$ cat config.mk
export PLATFORM = sky130hd
export DESIGN_NAME = pin_select_led_settle_count_ram_ptr
export DESIGN_NICKNAME = d
export VERILOG_FILES = /design/src/pin_source_mux.v /design/src/led_settle_timer.v /design/src/pin_select_led_settle_count_ram_ptr.v
export VERILOG_INCLUDE_DIRS = /design/src /design/src/pkg
export SDC_FILE = /design/constraint.sdc
export NUM_CORES = 1
export LEC_CHECK = 0
export ABC_CLOCK_PERIOD_IN_PS = 3300
export BUFFER_PORTS_ARGS = -buffer_cell sky130_fd_sc_hd__buf_2
export CORE_MARGIN = 5
export CORE_UTILIZATION = 40
export CTS_CLUSTER_DIAMETER = 60
export DETAILED_ROUTE_END_ITERATION = 16
export PLACE_DENSITY = 0.69
export SYNTH_ARGS = -nofsm -noshare
export SYNTH_HDL_FRONTEND = slang
export SYNTH_SLANG_ARGS = --single-unit
$ cat constraint.sdc
create_clock -name clock -period 3.3 [get_ports clock]
set_input_delay 0 -clock clock [delete_from_list [all_inputs] [get_ports clock]]
set_output_delay 0 -clock clock [all_outputs]
set_load 0.01 [all_outputs]
$ cat src/pkg/pin_select_led_settle_count_ram_ptr_map.vh
// Offsets, fields, reset values and timing of the pin/LED/RAM-pointer group
// Operation
// - LED settle wait is count times 1024 us
// - Interrupt pin source chosen by bits 6:4
// - Bit 3 inverts the interrupt pin
// - General pin source chosen by bits 2:0
// - Offset plus window index addresses RAM, page
// - Offsets 0x0C-0x0F pick mux config A-D
// - Offsets 0x10/0x11 pick analog setup AB/CD
// - Offset 0x12 picks compensation DAC, others reserved
// - Invert bit flips general pin both directions
// - Drive enable bit drives the selected general pin source; source code 0 gives software level bit 1
// - Done flag routable once measurement finished
// - Active flag routable while measurement runs
`ifndef PIN_SELECT_LED_SETTLE_COUNT_RAM_PTR_MAP_VH
`define PIN_SELECT_LED_SETTLE_COUNT_RAM_PTR_MAP_VH

// Register addresses
`define ADDR_LED_SETTLE_DELAY 8'h3D
`define ADDR_OUTPUT_PIN_SOURCE_MAP 8'h3E
`define ADDR_CONFIG_RAM_POINTER 8'h6A
`define ADDR_GENERAL_PIN_CONTROL 8'h6B
// Base of the 32-entry indirect RAM window
`define ADDR_RAM_WINDOW_BASE 8'h40
`define RAM_WINDOW_SIZE 8'h20

// Reset values
`define RST_LED_SETTLE_DELAY 8'h00
`define RST_OUTPUT_PIN_SOURCE_MAP 8'h00
`define RST_CONFIG_RAM_POINTER 8'h00
`define RST_GENERAL_PIN_CONTROL 8'h00

// Source map fields
`define IRQ_SEL_MSB 6
`define IRQ_SEL_LSB 4
`define IRQ_INVERT_BIT 3
`define AUX_SEL_MSB 2
`define AUX_SEL_LSB 0
// Source codes
`define SRC_FUNCTION 3'h0
`define SRC_MEAS_DONE 3'h1
`define SRC_MEAS_ACTIVE 3'h2
`define SRC_ILLUM 3'h3

// RAM pointer fields
`define SECOND_RAM_PAGE_BIT 7
`define RAM_OFFSET_MSB 4
`define RAM_OFFSET_LSB 0
// RAM locations of interest
`define LOC_SENSOR_MUX_A 5'h0C
`define LOC_SENSOR_MUX_D 5'h0F
`define LOC_ANALOG_SETUP_AB 5'h10
`define LOC_ANALOG_SETUP_CD 5'h11
`define LOC_COMP_DAC 5'h12

// General pin control fields
`define AUX_INVERT_BIT 3
`define AUX_DRIVE_ENABLE_BIT 2
`define AUX_OUT_LEVEL_BIT 1
`define AUX_IN_LEVEL_BIT 0

// Timing
`define CLOCK_FREQ_MHZ 10
`define LED_SETTLE_UNIT_US 1024
`define LED_SETTLE_UNIT_CYCLES (`LED_SETTLE_UNIT_US * `CLOCK_FREQ_MHZ)

`endif

$ cat src/pin_source_mux.v
// Output pin source selector with polarity inversion
`timescale 1ns/1ps
`default_nettype none
`include "pin_select_led_settle_count_ram_ptr_map.vh"

module pin_source_mux (
  input wire [2:0] sourceSel,
  input wire invertPin,
  input wire functionSrc,
  input wire measDoneSrc,
  input wire measActiveSrc,
  input wire illumSrc,
  output reg pinValue
);

  // Selected source before polarity
  reg picked;

  // Reserved codes give a quiet low before inversion
  always @* begin
    picked = 1'b0;
    case (sourceSel)
      `SRC_FUNCTION: picked = functionSrc;
      `SRC_MEAS_DONE: picked = measDoneSrc;
      `SRC_MEAS_ACTIVE: picked = measActiveSrc;
      `SRC_ILLUM: picked = illumSrc;
      default: picked = 1'b0;
    endcase
    // Inversion after selection
    pinValue = picked ^ invertPin;
  end

endmodule
`default_nettype wire

$ cat src/led_settle_timer.v
// LED settle wait timer counted in 1024 us units
`timescale 1ns/1ps
`default_nettype none
`include "pin_select_led_settle_count_ram_ptr_map.vh"

module led_settle_timer #(
  parameter UNIT_CYCLES = `LED_SETTLE_UNIT_CYCLES,
  parameter DIV_WIDTH = 14
) (
  input wire clock,
  input wire reset,
  input wire startPulse,
  input wire abortWait,
  input wire [7:0] settleCount,
  output reg settleBusy,
  output reg settleDone
);

  // Last divider state of one unit
  localparam integer DIV_LAST_FULL = UNIT_CYCLES - 1;
  // Cut to the divider width; DIV_WIDTH must hold UNIT_CYCLES-1
  localparam [DIV_WIDTH-1:0] DIV_LAST = DIV_LAST_FULL[DIV_WIDTH-1:0];

  // Divider inside one unit
  reg [DIV_WIDTH-1:0] divCount;
  // Units still to wait
  reg [7:0] unitsLeft;
  // One-cycle enable at the end of each unit
  wire unitTick;

  assign unitTick = settleBusy && (divCount == DIV_LAST);

  // Count is latched at start, so a later write waits for the next LED turn-on
  always @(posedge clock or posedge reset) begin
    if (reset) begin
      divCount <= {DIV_WIDTH{1'b0}};
      unitsLeft <= 8'h00;
      settleBusy <= 1'b0;
      settleDone <= 1'b0;
    end else begin
      settleDone <= 1'b0;
      if (startPulse) begin
        divCount <= {DIV_WIDTH{1'b0}};
        unitsLeft <= settleCount;
        // Zero count means no wait at all
        if (settleCount == 8'h00) begin
          settleBusy <= 1'b0;
          settleDone <= 1'b1;
        end else begin
          settleBusy <= 1'b1;
        end
      end else if (abortWait) begin
        // LED went off before the wait ended
        settleBusy <= 1'b0;
        divCount <= {DIV_WIDTH{1'b0}};
      end else if (unitTick) begin
        divCount <= {DIV_WIDTH{1'b0}};
        unitsLeft <= unitsLeft - 8'h01;
        if (unitsLeft == 8'h01) begin
          settleBusy <= 1'b0;
          settleDone <= 1'b1;
        end
      end else if (settleBusy) begin
        divCount <= divCount + 1'b1;
      end
    end
  end

endmodule
`default_nettype wire

$ cat src/pin_select_led_settle_count_ram_ptr.v
// Pin map, LED settle delay, RAM pointer and general pin registers
`timescale 1ns/1ps
`default_nettype none
`include "pin_select_led_settle_count_ram_ptr_map.vh"

module pin_select_led_settle_count_ram_ptr #(
  parameter LED_UNIT_CYCLES = `LED_SETTLE_UNIT_CYCLES,
  parameter LED_DIV_WIDTH = 14
) (
  input wire clock,
  input wire reset,
  // Internal register port from the serial slave
  input wire [7:0] regAddr,
  input wire regWrEn,
  input wire [7:0] regWrData,
  input wire regRdEn,
  output reg [7:0] regRdData,
  output reg regRdHit,
  // Measurement engine status, same clock
  input wire irqRequest,
  input wire measDoneFlag,
  input wire measActiveFlag,
  input wire illumActive,
  // LED settle handshake
  output reg ledSettleBusy,
  output reg ledSettleDone,
  // Output pins
  output reg irqOutPin,
  input wire auxPinIn,
  output reg auxPinOut,
  output reg auxPinDriveEnN,
  // Indirect configuration RAM access
  output reg ramWrEn,
  output reg ramRdEn,
  output reg [4:0] ramLocation,
  output reg secondRamPage,
  output reg [7:0] ramWrData,
  output reg [3:0] sensorMuxCfgSel,
  output reg [1:0] analogSetupCfgSel,
  output reg compensationDacCfgSel,
  output reg ramReservedSel
);

  // Register storage
  reg [7:0] ledSettleDelay_reg;
  reg [7:0] outputPinSourceMap_reg;
  reg [7:0] configRamPointer_reg;
  // Only bits 3:1 are storage; bit 0 is the live pin
  reg [3:1] generalPinControl_reg;
  // Full-byte reset value, sliced to the stored bits
  localparam [7:0] PIN_CONTROL_RESET = `RST_GENERAL_PIN_CONTROL;

  // Pin synchroniser stages
  reg auxSyncA_reg;
  reg auxSyncB_reg;

  // Previous LED state for turn-on detect
  reg illumPrev_reg;

  // Address decode flags
  reg hitLedDelay;
  reg hitSourceMap;
  reg hitRamPointer;
  reg hitPinControl;
  reg hitWindow;

  // Read mux result
  reg [7:0] readValue_next;

  // Window index and target RAM location
  wire [7:0] windowDelta;
  wire [4:0] windowIndex;
  wire [4:0] targetLoc;

  // Field views
  wire [2:0] irqSel;
  wire irqInvert;
  wire [2:0] auxSel;
  wire auxInvert;
  wire auxDriveEnable;
  wire auxOutLevel;
  wire auxInLevel;

  // Mux results
  wire irqPinValue;
  wire auxPinValue;

  // LED turn-on and turn-off edges
  wire illumStart;
  wire illumStop;

  // Timer outputs
  wire timerBusy;
  wire timerDone;

  assign irqSel = outputPinSourceMap_reg[`IRQ_SEL_MSB:`IRQ_SEL_LSB];
  assign irqInvert = outputPinSourceMap_reg[`IRQ_INVERT_BIT];
  assign auxSel = outputPinSourceMap_reg[`AUX_SEL_MSB:`AUX_SEL_LSB];
  assign auxInvert = generalPinControl_reg[`AUX_INVERT_BIT];
  assign auxDriveEnable = generalPinControl_reg[`AUX_DRIVE_ENABLE_BIT];
  assign auxOutLevel = generalPinControl_reg[`AUX_OUT_LEVEL_BIT];

  // Sampled pin seen through the invert bit
  assign auxInLevel = auxSyncB_reg ^ auxInvert;

  // Window decode: distance from the window base
  assign windowDelta = regAddr - `ADDR_RAM_WINDOW_BASE;
  assign windowIndex = windowDelta[4:0];

  // Location wraps inside the 32-entry page
  assign targetLoc = configRamPointer_reg[`RAM_OFFSET_MSB:`RAM_OFFSET_LSB]
    + windowIndex;

  assign illumStart = illumActive && !illumPrev_reg;
  assign illumStop = !illumActive && illumPrev_reg;

  // Address decode, one match at most
  always @* begin
    hitLedDelay = 1'b0;
    hitSourceMap = 1'b0;
    hitRamPointer = 1'b0;
    hitPinControl = 1'b0;
    hitWindow = 1'b0;
    if (regAddr == `ADDR_LED_SETTLE_DELAY) begin
      hitLedDelay = 1'b1;
    end else if (regAddr == `ADDR_OUTPUT_PIN_SOURCE_MAP) begin
      hitSourceMap = 1'b1;
    end else if (regAddr == `ADDR_CONFIG_RAM_POINTER) begin
      hitRamPointer = 1'b1;
    end else if (regAddr == `ADDR_GENERAL_PIN_CONTROL) begin
      hitPinControl = 1'b1;
    end else if (windowDelta < `RAM_WINDOW_SIZE) begin
      // Data itself lives in the RAM, not here
      hitWindow = 1'b1;
    end
  end

  // Read value of the addressed register
  always @* begin
    readValue_next = 8'h00;
    if (hitLedDelay) begin
      readValue_next = ledSettleDelay_reg;
    end else if (hitSourceMap) begin
      // Bit 7 unused, reads zero
      readValue_next = {1'b0, outputPinSourceMap_reg[6:0]};
    end else if (hitRamPointer) begin
      // Bits 6:5 unused, read zero
      readValue_next = {configRamPointer_reg[7], 2'b00, configRamPointer_reg[4:0]};
    end else if (hitPinControl) begin
      readValue_next = {4'h0, generalPinControl_reg, auxInLevel};
    end
  end

  // Register writes; unused bits are not stored
  always @(posedge clock or posedge reset) begin
    if (reset) begin
      ledSettleDelay_reg <= `RST_LED_SETTLE_DELAY;
      outputPinSourceMap_reg <= `RST_OUTPUT_PIN_SOURCE_MAP;
      configRamPointer_reg <= `RST_CONFIG_RAM_POINTER;
      generalPinControl_reg <= PIN_CONTROL_RESET[3:1];
    end else if (regWrEn) begin
      if (hitLedDelay) begin
        ledSettleDelay_reg <= regWrData;
      end else if (hitSourceMap) begin
        outputPinSourceMap_reg <= {1'b0, regWrData[6:0]};
      end else if (hitRamPointer) begin
        configRamPointer_reg <= {regWrData[7], 2'b00, regWrData[4:0]};
      end else if (hitPinControl) begin
        // Bit 0 is read-only; the written value is dropped
        generalPinControl_reg <= regWrData[3:1];
      end
    end
  end

  // Read answer one cycle after the strobe
  always @(posedge clock or posedge reset) begin
    if (reset) begin
      regRdData <= 8'h00;
      regRdHit <= 1'b0;
    end else begin
      regRdHit <= 1'b0;
      if (regRdEn) begin
        // Unmapped addresses answer zero with no hit
        regRdData <= readValue_next;
        regRdHit <= hitLedDelay | hitSourceMap | hitRamPointer | hitPinControl;
      end
    end
  end

  // Two-stage synchroniser for the general pin
  always @(posedge clock or posedge reset) begin
    if (reset) begin
      auxSyncA_reg <= 1'b0;
      auxSyncB_reg <= 1'b0;
    end else begin
      auxSyncA_reg <= auxPinIn;
      auxSyncB_reg <= auxSyncA_reg;
    end
  end

  // LED state history
  always @(posedge clock or posedge reset) begin
    if (reset) begin
      illumPrev_reg <= 1'b0;
    end else begin
      illumPrev_reg <= illumActive;
    end
  end

  // Settle timer, started on each LED turn-on
  led_settle_timer #(
    .UNIT_CYCLES(LED_UNIT_CYCLES),
    .DIV_WIDTH(LED_DIV_WIDTH)
  ) settleTimer (
    .clock(clock),
    .reset(reset),
    .startPulse(illumStart),
    .abortWait(illumStop),
    .settleCount(ledSettleDelay_reg),
    .settleBusy(timerBusy),
    .settleDone(timerDone)
  );

  // Interrupt pin source
  pin_source_mux irqMux (
    .sourceSel(irqSel),
    .invertPin(irqInvert),
    .functionSrc(irqRequest),
    .measDoneSrc(measDoneFlag),
    .measActiveSrc(measActiveFlag),
    .illumSrc(illumActive),
    .pinValue(irqPinValue)
  );

  // General pin source; its function is the software level
  pin_source_mux auxMux (
    .sourceSel(auxSel),
    .invertPin(auxInvert),
    .functionSrc(auxOutLevel),
    .measDoneSrc(measDoneFlag),
    .measActiveSrc(measActiveFlag),
    .illumSrc(illumActive),
    .pinValue(auxPinValue)
  );

  // Pin and handshake outputs registered for clean edges
  always @(posedge clock or posedge reset) begin
    if (reset) begin
      irqOutPin <= 1'b0;
      auxPinOut <= 1'b0;
      auxPinDriveEnN <= 1'b1;
      ledSettleBusy <= 1'b0;
      ledSettleDone <= 1'b0;
    end else begin
      irqOutPin <= irqPinValue;
      auxPinOut <= auxPinValue;
      // Driver off unless software enables it
      auxPinDriveEnN <= !auxDriveEnable;
      ledSettleBusy <= timerBusy;
      ledSettleDone <= timerDone;
    end
  end

  // Indirect window access toward the configuration RAM
  always @(posedge clock or posedge reset) begin
    if (reset) begin
      ramWrEn <= 1'b0;
      ramRdEn <= 1'b0;
      ramLocation <= 5'h00;
      secondRamPage <= 1'b0;
      ramWrData <= 8'h00;
    end else begin
      ramWrEn <= regWrEn && hitWindow;
      ramRdEn <= regRdEn && hitWindow;
      if ((regWrEn || regRdEn) && hitWindow) begin
        // Pointer sampled before any same-cycle rewrite
        ramLocation <= targetLoc;
        secondRamPage <= configRamPointer_reg[`SECOND_RAM_PAGE_BIT];
        ramWrData <= regWrData;
      end
    end
  end

  // Meaning of the addressed location, held until the next access
  always @(posedge clock or posedge reset) begin
    if (reset) begin
      sensorMuxCfgSel <= 4'h0;
      analogSetupCfgSel <= 2'h0;
      compensationDacCfgSel <= 1'b0;
      ramReservedSel <= 1'b0;
    end else if ((regWrEn || regRdEn) && hitWindow) begin
      sensorMuxCfgSel <= 4'h0;
      analogSetupCfgSel <= 2'h0;
      compensationDacCfgSel <= 1'b0;
      ramReservedSel <= 1'b0;
      if (targetLoc >= `LOC_SENSOR_MUX_A && targetLoc <= `LOC_SENSOR_MUX_D) begin
        // One bit per integration cycle A..D
        sensorMuxCfgSel <= 4'h1 << targetLoc[1:0];
      end else if (targetLoc == `LOC_ANALOG_SETUP_AB) begin
        analogSetupCfgSel <= 2'h1;
      end else if (targetLoc == `LOC_ANALOG_SETUP_CD) begin
        analogSetupCfgSel <= 2'h2;
      end else if (targetLoc == `LOC_COMP_DAC) begin
        compensationDacCfgSel <= 1'b1;
      end else begin
        // Undefined locations flagged, access still passed on
        ramReservedSel <= 1'b1;
      end
    end
  end

endmodule
`default_nettype wire

# After elaboration in Yosys (flattened, before gate mapping)
# Cells that the tools add are included.
[word_totals] latchBits=0 romBits=0 in_bits=25 memories=0 ram_bits=0 output_inout_bits=38 reg_bits=89
[classes] bitwise=9 shifts=1 n_addsub=4 div=0 magnitude_cmp=3 reduce_logical=24 muxes=51 multipliers=0 n_eq_ne=16
[op_table] cell="14-bit two-way mux" count=4
[op_table] cell="8-bit two-way mux" count=6
[op_table] cell="1-bit two-way mux" count=34
[op_table] cell="8-bit by 6-bit equality test with 1-bit output (second input constant)" count=2
[op_table] cell="8-bit by 7-bit equality test with 1-bit output (second input constant)" count=2
[op_table] cell="5-bit equality test (second input constant)" count=3
[op_table] cell="14-bit by 1-bit adder with 14-bit output (second input constant)" count=1
[op_table] cell="14-bit equality test (second input constant)" count=1
[op_table] cell="3-bit by 2-bit equality test with 1-bit output (second input constant)" count=4
[op_table] cell="8-bit by 1-bit equality test with 1-bit output (second input constant)" count=1
[op_table] cell="8-bit zero test" count=1
[op_table] cell="8-bit by 6-bit less-than comparator with 1-bit output (second input constant)" count=1
[op_table] cell="4-bit two-way mux" count=2
[op_table] cell="1-bit one-hot mux with 4 select lines" count=2
[op_table] cell="8-bit by 1-bit subtractor with 8-bit output (second input constant)" count=1
[op_table] cell="8-bit by 7-bit subtractor with 8-bit output (second input constant)" count=1
[op_table] cell="1-bit logical AND" count=7
[op_table] cell="3-bit by 1-bit equality test with 1-bit output (second input constant)" count=2
[op_table] cell="3-bit zero test" count=2
[op_table] cell="2-bit two-way mux" count=3
[op_table] cell="2-bit AND reduction" count=3
[op_table] cell="3-bit nonzero test" count=2
[op_table] cell="5-bit adder" count=1
[op_table] cell="5-bit by 4-bit >= comparator with 1-bit output (second input constant)" count=1
[op_table] cell="other kinds (13)" count=21

# Longest topological paths before layout
[depth] ltp_word=9 mapped_depth=8 mapped_depth_nobuf=7

# By module
# A second synthesis with hierarchy kept.
[hier_totals] hier_cells=374 area_unflattened_um2=4349.2
[modules_own_cells] module="pin_select_led_settle_count_ram_ptr" cells_each=215 seq_area_each_um2=1627.8 area_each_um2=2837.7 n_inst=1
[modules_own_cells] module="led_settle_timer" cells_each=153 seq_area_each_um2=600.6 area_each_um2=1436.4 n_inst=1
[modules_own_cells] module="pin_source_mux" cells_each=3 seq_area_each_um2=0.0 area_each_um2=37.5 n_inst=2

# Least setup slack after synthesis
# No wires, ideal clock.
[synth_path] kind="reg2reg" startpoint="reg configRamPointer_reg[0]" endpoint="reg ramReservedSel" path_buffers=0 period_less_slack_ps=1962 t_arrival_ps=1836 setup_slack_ps=1338 path_stages_with_launch=7 cell_sequence="dfrtp_1 > ha_1 > fa_1 > xnor2_1 > or4_4 > nand2_1 > o21ai_0"
[synth_between] elab_chain_cells=6
[synth_rtl] element="start: declaration" line="pin_select_led_settle_count_ram_ptr.v:47" source="reg [7:0] configRamPointer_reg;"
[synth_rtl] element="start signal: assignment" line="pin_select_led_settle_count_ram_ptr.v:159" source="configRamPointer_reg <= `RST_CONFIG_RAM_POINTER;"
[synth_rtl] element="start signal: assignment" line="pin_select_led_settle_count_ram_ptr.v:167" source="configRamPointer_reg <= {regWrData[7], 2'b00, regWrData[4:0]};"
[synth_rtl] element="5-bit adder (*)" line="pin_select_led_settle_count_ram_ptr.v:111" source="assign targetLoc = configRamPointer_reg[`RAM_OFFSET_MSB:`RAM_OFFSET_LSB]"
[synth_rtl] element="5-bit equality test (no source line)"
[synth_rtl] element="1-bit two-way mux" line="pin_select_led_settle_count_ram_ptr.v:303" source="end else if (targetLoc == `LOC_COMP_DAC) begin"
[synth_rtl] element="1-bit two-way mux" line="pin_select_led_settle_count_ram_ptr.v:301" source="end else if (targetLoc == `LOC_ANALOG_SETUP_CD) begin"
[synth_rtl] element="1-bit two-way mux" line="pin_select_led_settle_count_ram_ptr.v:299" source="end else if (targetLoc == `LOC_ANALOG_SETUP_AB) begin"
[synth_rtl] element="1-bit two-way mux (*)" line="pin_select_led_settle_count_ram_ptr.v:296" source="if (targetLoc >= `LOC_SENSOR_MUX_A && targetLoc <= `LOC_SENSOR_MUX_D) begin"
[synth_rtl] element="end signal: assignment" line="pin_select_led_settle_count_ram_ptr.v:290" source="ramReservedSel <= 1'b0;"
[synth_rtl] element="end signal: assignment" line="pin_select_led_settle_count_ram_ptr.v:295" source="ramReservedSel <= 1'b0;"
[synth_rtl] element="end signal: assignment" line="pin_select_led_settle_count_ram_ptr.v:307" source="ramReservedSel <= 1'b1;"
[synth_rtl] element="end: declaration" line="pin_select_led_settle_count_ram_ptr.v:41" source="output reg ramReservedSel"
# Mark *: on every way between the ends. The rest lies on a longest branch, timed or not.
# A chain may end at the register's enable or synchronous reset.

# Worst setup path after layout
[layout_path] startpoint="reg settleTimer.divCount[0]" endpoint="reg settleTimer.divCount[4]"
[layout_between] elab_chain_cells=5
[layout_rtl] element="start: declaration" line="led_settle_timer.v:25" source="reg [DIV_WIDTH-1:0] divCount;"
[layout_rtl] element="start signal: assignment" line="led_settle_timer.v:36" source="divCount <= {DIV_WIDTH{1'b0}};"
[layout_rtl] element="start signal: assignment" line="led_settle_timer.v:43" source="divCount <= {DIV_WIDTH{1'b0}};"
[layout_rtl] element="start signal: assignment" line="led_settle_timer.v:55" source="divCount <= {DIV_WIDTH{1'b0}};"
[layout_rtl] element="14-bit by 1-bit adder with 14-bit output / 14-bit equality test (equally long branches)" line="led_settle_timer.v:64, led_settle_timer.v:31"
[layout_rtl] element="14-bit two-way mux / 1-bit logical AND (equally long branches)" line="led_settle_timer.v:63, led_settle_timer.v:31"
[layout_rtl] element="14-bit two-way mux" line="led_settle_timer.v:56" source="end else if (unitTick) begin"
[layout_rtl] element="14-bit two-way mux" line="led_settle_timer.v:52" source="end else if (abortWait) begin"
[layout_rtl] element="14-bit two-way mux" line="led_settle_timer.v:42" source="if (startPulse) begin"
# Parallel ways exist; a longest one is shown, timed or not. The select of a mux whose other input is x is not followed.

==> results.sh <==
export IMPL_status="finished, final reports clean"
export IMPL_fmax_mhz=441
export IMPL_drt_pass1_iterations=4
export IMPL_fin_ws_ps=1030
export IMPL_multiInputGateArea_um2=1910
export IMPL_synth_xor_xnor_area_share=0.0391
export IMPL_ant_nets=0
export IMPL_yosys_most_used_dff="dfrtp_1"
export IMPL_path_clk_slew_ps=90
export IMPL_wl_per_cell_um=16.4
export IMPL_rsz0062_at_grt="false"
export IMPL_hold_class="in -> reg"
export IMPL_setup_viol=0
export IMPL_ff_latch_area_um2=2230
export IMPL_dr_total_vias=3333
export IMPL_synth_compound_area_frac=0.0982
export IMPL_grt_pass1_vias=3289
export IMPL_route_met2_wl_um=4630
export IMPL_cts_sinks=89
export IMPL_yosysTopAreaCell="dfrtp_1"
export IMPL_routabilityCongestion=0.864
export IMPL_hold_viol=0
export IMPL_n_antenna_cell=0
export IMPL_die_w_um=113
export IMPL_seq_power_share=0.521
export IMPL_cts_root_buffer="clkbuf_8"
export IMPL_synth_simple_area_share=0.197
export IMPL_finish_net_count=519
export IMPL_synthCells=404
export IMPL_whs_endpoint="regRdHit$_DFF_PP0_"
export IMPL_reg2reg_depth=6
export IMPL_synth_top_family_by_area="simple AND/OR/NAND/NOR gates"
export IMPL_ys_seq_area_frac=0.524
export IMPL_regMostFlops="settleTimer.divCount"
export IMPL_worstSetupPathType="reg -> reg"
export IMPL_cts_buffers_inserted=9
export IMPL_async_reset_ff_frac=1.00
export IMPL_relSlewSlack=0.384
export IMPL_crit_required_ps=3490
export IMPL_rrSetupSlack_ps=1030
export IMPL_rows=37
export IMPL_yosysUniqueCellTypes=57
export IMPL_final_instance_count_excl_fill=625
export IMPL_switching_share=0.300
export IMPL_grt_max_degree=55
export IMPL_final_cell_mix="88 x dfrtp_1, 62 x buf_2, 61 x nand2_1"
export IMPL_htree_levels=3
export IMPL_grt_pass1_wl_um=17100
export IMPL_start_util=0.410
export IMPL_p_int_w=0.00173
export IMPL_min_period_ps=2270
export IMPL_p_comb_frac=0.177
export IMPL_syn_area_per_cell_um2=10.5
export IMPL_met1_length_um=4850
export IMPL_largest_register_ffs=14
export IMPL_drt_initial_drc_count=162
export IMPL_area_growth_syn_to_layout_pct=19.1
export IMPL_final_common_cell="dfrtp_1"
export IMPL_cts_tree="done"
export IMPL_drv_cap=0
export IMPL_crit_path_start="settleTimer.divCount[0]$_DFFE_PP0P_"
export IMPL_hpwl_um=7330
export IMPL_synthesis_area_um2=4250
export IMPL_ys_seq_elements=89
export IMPL_worstMarginPinSlew_ps=924
export IMPL_top_layer="met4"
export IMPL_hold_depth=4
export IMPL_switchingPower_w=0.000743
export IMPL_viasPerCell=5.33
export IMPL_die_h_um=113
export IMPL_p_leak_nw=2.45
export IMPL_synth_area_leaders="dfrtp_1 52%, mux2_2 6.6%, nand2_1 5.4%"
export IMPL_yosys_warnings=0
export IMPL_placed_cells=592
export IMPL_clkPwrFrac=0.303
export IMPL_crit_arrival_ps=2460
export IMPL_ios=63
export IMPL_grt_use_total=0.167
export IMPL_nFillCells=981
export IMPL_grt_remaining_overflow=0
export IMPL_wl_met3_um=628
export IMPL_cts_path_max_buffers=2
export IMPL_postCtsSetupBuffers=0
export IMPL_synth_adder_area_share=0.0312
export IMPL_ir_drop_uv=213
export IMPL_layout_drive_gt1_share=0.258
export IMPL_yosysTopAreaCellShare=0.518
export IMPL_crit_fanout=11
export IMPL_drt_total_wl_um=10300
export IMPL_synthMuxAreaShare=0.0838
export IMPL_rr_startpoint="settleTimer.divCount[0]$_DFFE_PP0P_"
export IMPL_worstSetupEndpointType="flip-flop"
export IMPL_synth_nets=439
export IMPL_hold_start="regAddr[4]"
export IMPL_period_share=0.687
export IMPL_core_um2=10400
export IMPL_drc=0
export IMPL_io_buffer_count=62
export IMPL_timing_hold_ws_ps=25.4
export IMPL_r2r_end="settleTimer.divCount[4]$_DFFE_PP0P_"
export IMPL_antenna_found_initial=0
export IMPL_synth_edf_count=0
export IMPL_fin_setup_tns_ps=0
export IMPL_finalClockSkew_ps=9.59
export IMPL_die_area_um2=12800
export IMPL_pre_cts_slack_ps=1040
export IMPL_report_final_slew_viol_count=0
export IMPL_powerDensity_nw_per_um2=489
export IMPL_cp_start_kind="flip-flop"
export IMPL_clk_insertion_delay_late_ps=360
[synthesized netlist by cell type, types with 3 or more instances]
library cell  number
xnor2_1            6
mux2_2            25
and3_1             3
o22a_1             3
nand2_2            4
and4_1             3
nand3_1           14
inv_1             15
o221ai_1           3
nand2b_1           5
nand3b_1           3
dfrtp_1           88
xor2_1            13
o21ai_0           15
o31ai_1            5
clkbuf_1           8
mux2i_1            3
a221oi_1           3
or3_1              3
a2bb2oi_1          3
ha_1               9
nor2b_1            3
nand2_1           61
buf_2              4
a21oi_1           15
nor2_1            33
nor4_1             5
nor3_1             4
nand4_1            7
[cell families (layout without fill, tap and decap cells)]
group	count (synthesis)	after routing
xor gates and xnor gates	19	19
adders and majority gates	10	10
AOI/OAI and AO/OA	63	63
DFF	89	89
muxes	30	30
and+or+nand+nor	165	165
buffers and inverters	28	113
[layer usage]
metal	track usage	vias to the layer above
met5	0	-
met3	0.0385	13
li1	-	1585
met4	0.0577	0
met1	0.241	1638
met2	0.247	97
[metrics by stage]
stage | util | total power, W | cell area (µm²)
finish | 0.489 | 0.00248 | 5070
detailed placement | 0.453 | 0.00173 | 4700
floorplan | - | 0.00156 | 4250
global route | 0.489 | 0.00261 | 5070
global placement | 0.453 | 0.00171 | 4700
CTS | 0.489 | 0.00250 | 5070
[power groups by stage]
stage / registers [W] / logic, W / clock network [W]
global placement: 0.00130 / 0.000413 / 0
finish: 0.00129 / 0.000437 / 0.000749
global route: 0.00130 / 0.000490 / 0.000812
detailed placement: 0.00131 / 0.000425 / 0
CTS: 0.00129 / 0.000440 / 0.000772
floorplan: 0.00131 / 0.000255 / 0
[worst max-delay path, cell delays in order (launching register included)]
cell and delay [ps]:
dfrtp_1 440, ha_1 240, and4bb_2 230, and4_4 260, nand2_2 90, a21oi_1 710, nor2_1 140
[worst max-delay path by stage]
stage,endpoint,depth (start not counted)
finish,settleTimer.divCount[4]$_DFFE_PP0P_,6
global placement,settleTimer.divCount[6]$_DFFE_PP0P_,6
CTS,settleTimer.divCount[4]$_DFFE_PP0P_,6
detailed placement,settleTimer.divCount[4]$_DFFE_PP0P_,6
global route,settleTimer.divCount[4]$_DFFE_PP0P_,6
floorplan,analogSetupCfgSel[0]$_DFFE_PP0P_,1
[final cells by class]
class | count | area share
clock inverter | 6 | 0.0136
sequential | 89 | 0.440
multi-input combinational | 287 | 0.377
inverter | 15 | 0.0114
tap | 136 | 0.0336
timing repair buffer | 82 | 0.0993
clock buffer | 10 | 0.0252
[what timing repair did]
item,4_1_cts,5_1_grt
endpoints found under the hold margin,92,0
hold buffers,17,0
setup endpoints to repair,0,0
resized for setup,0,0
Power figures use the tool's default switching activity.
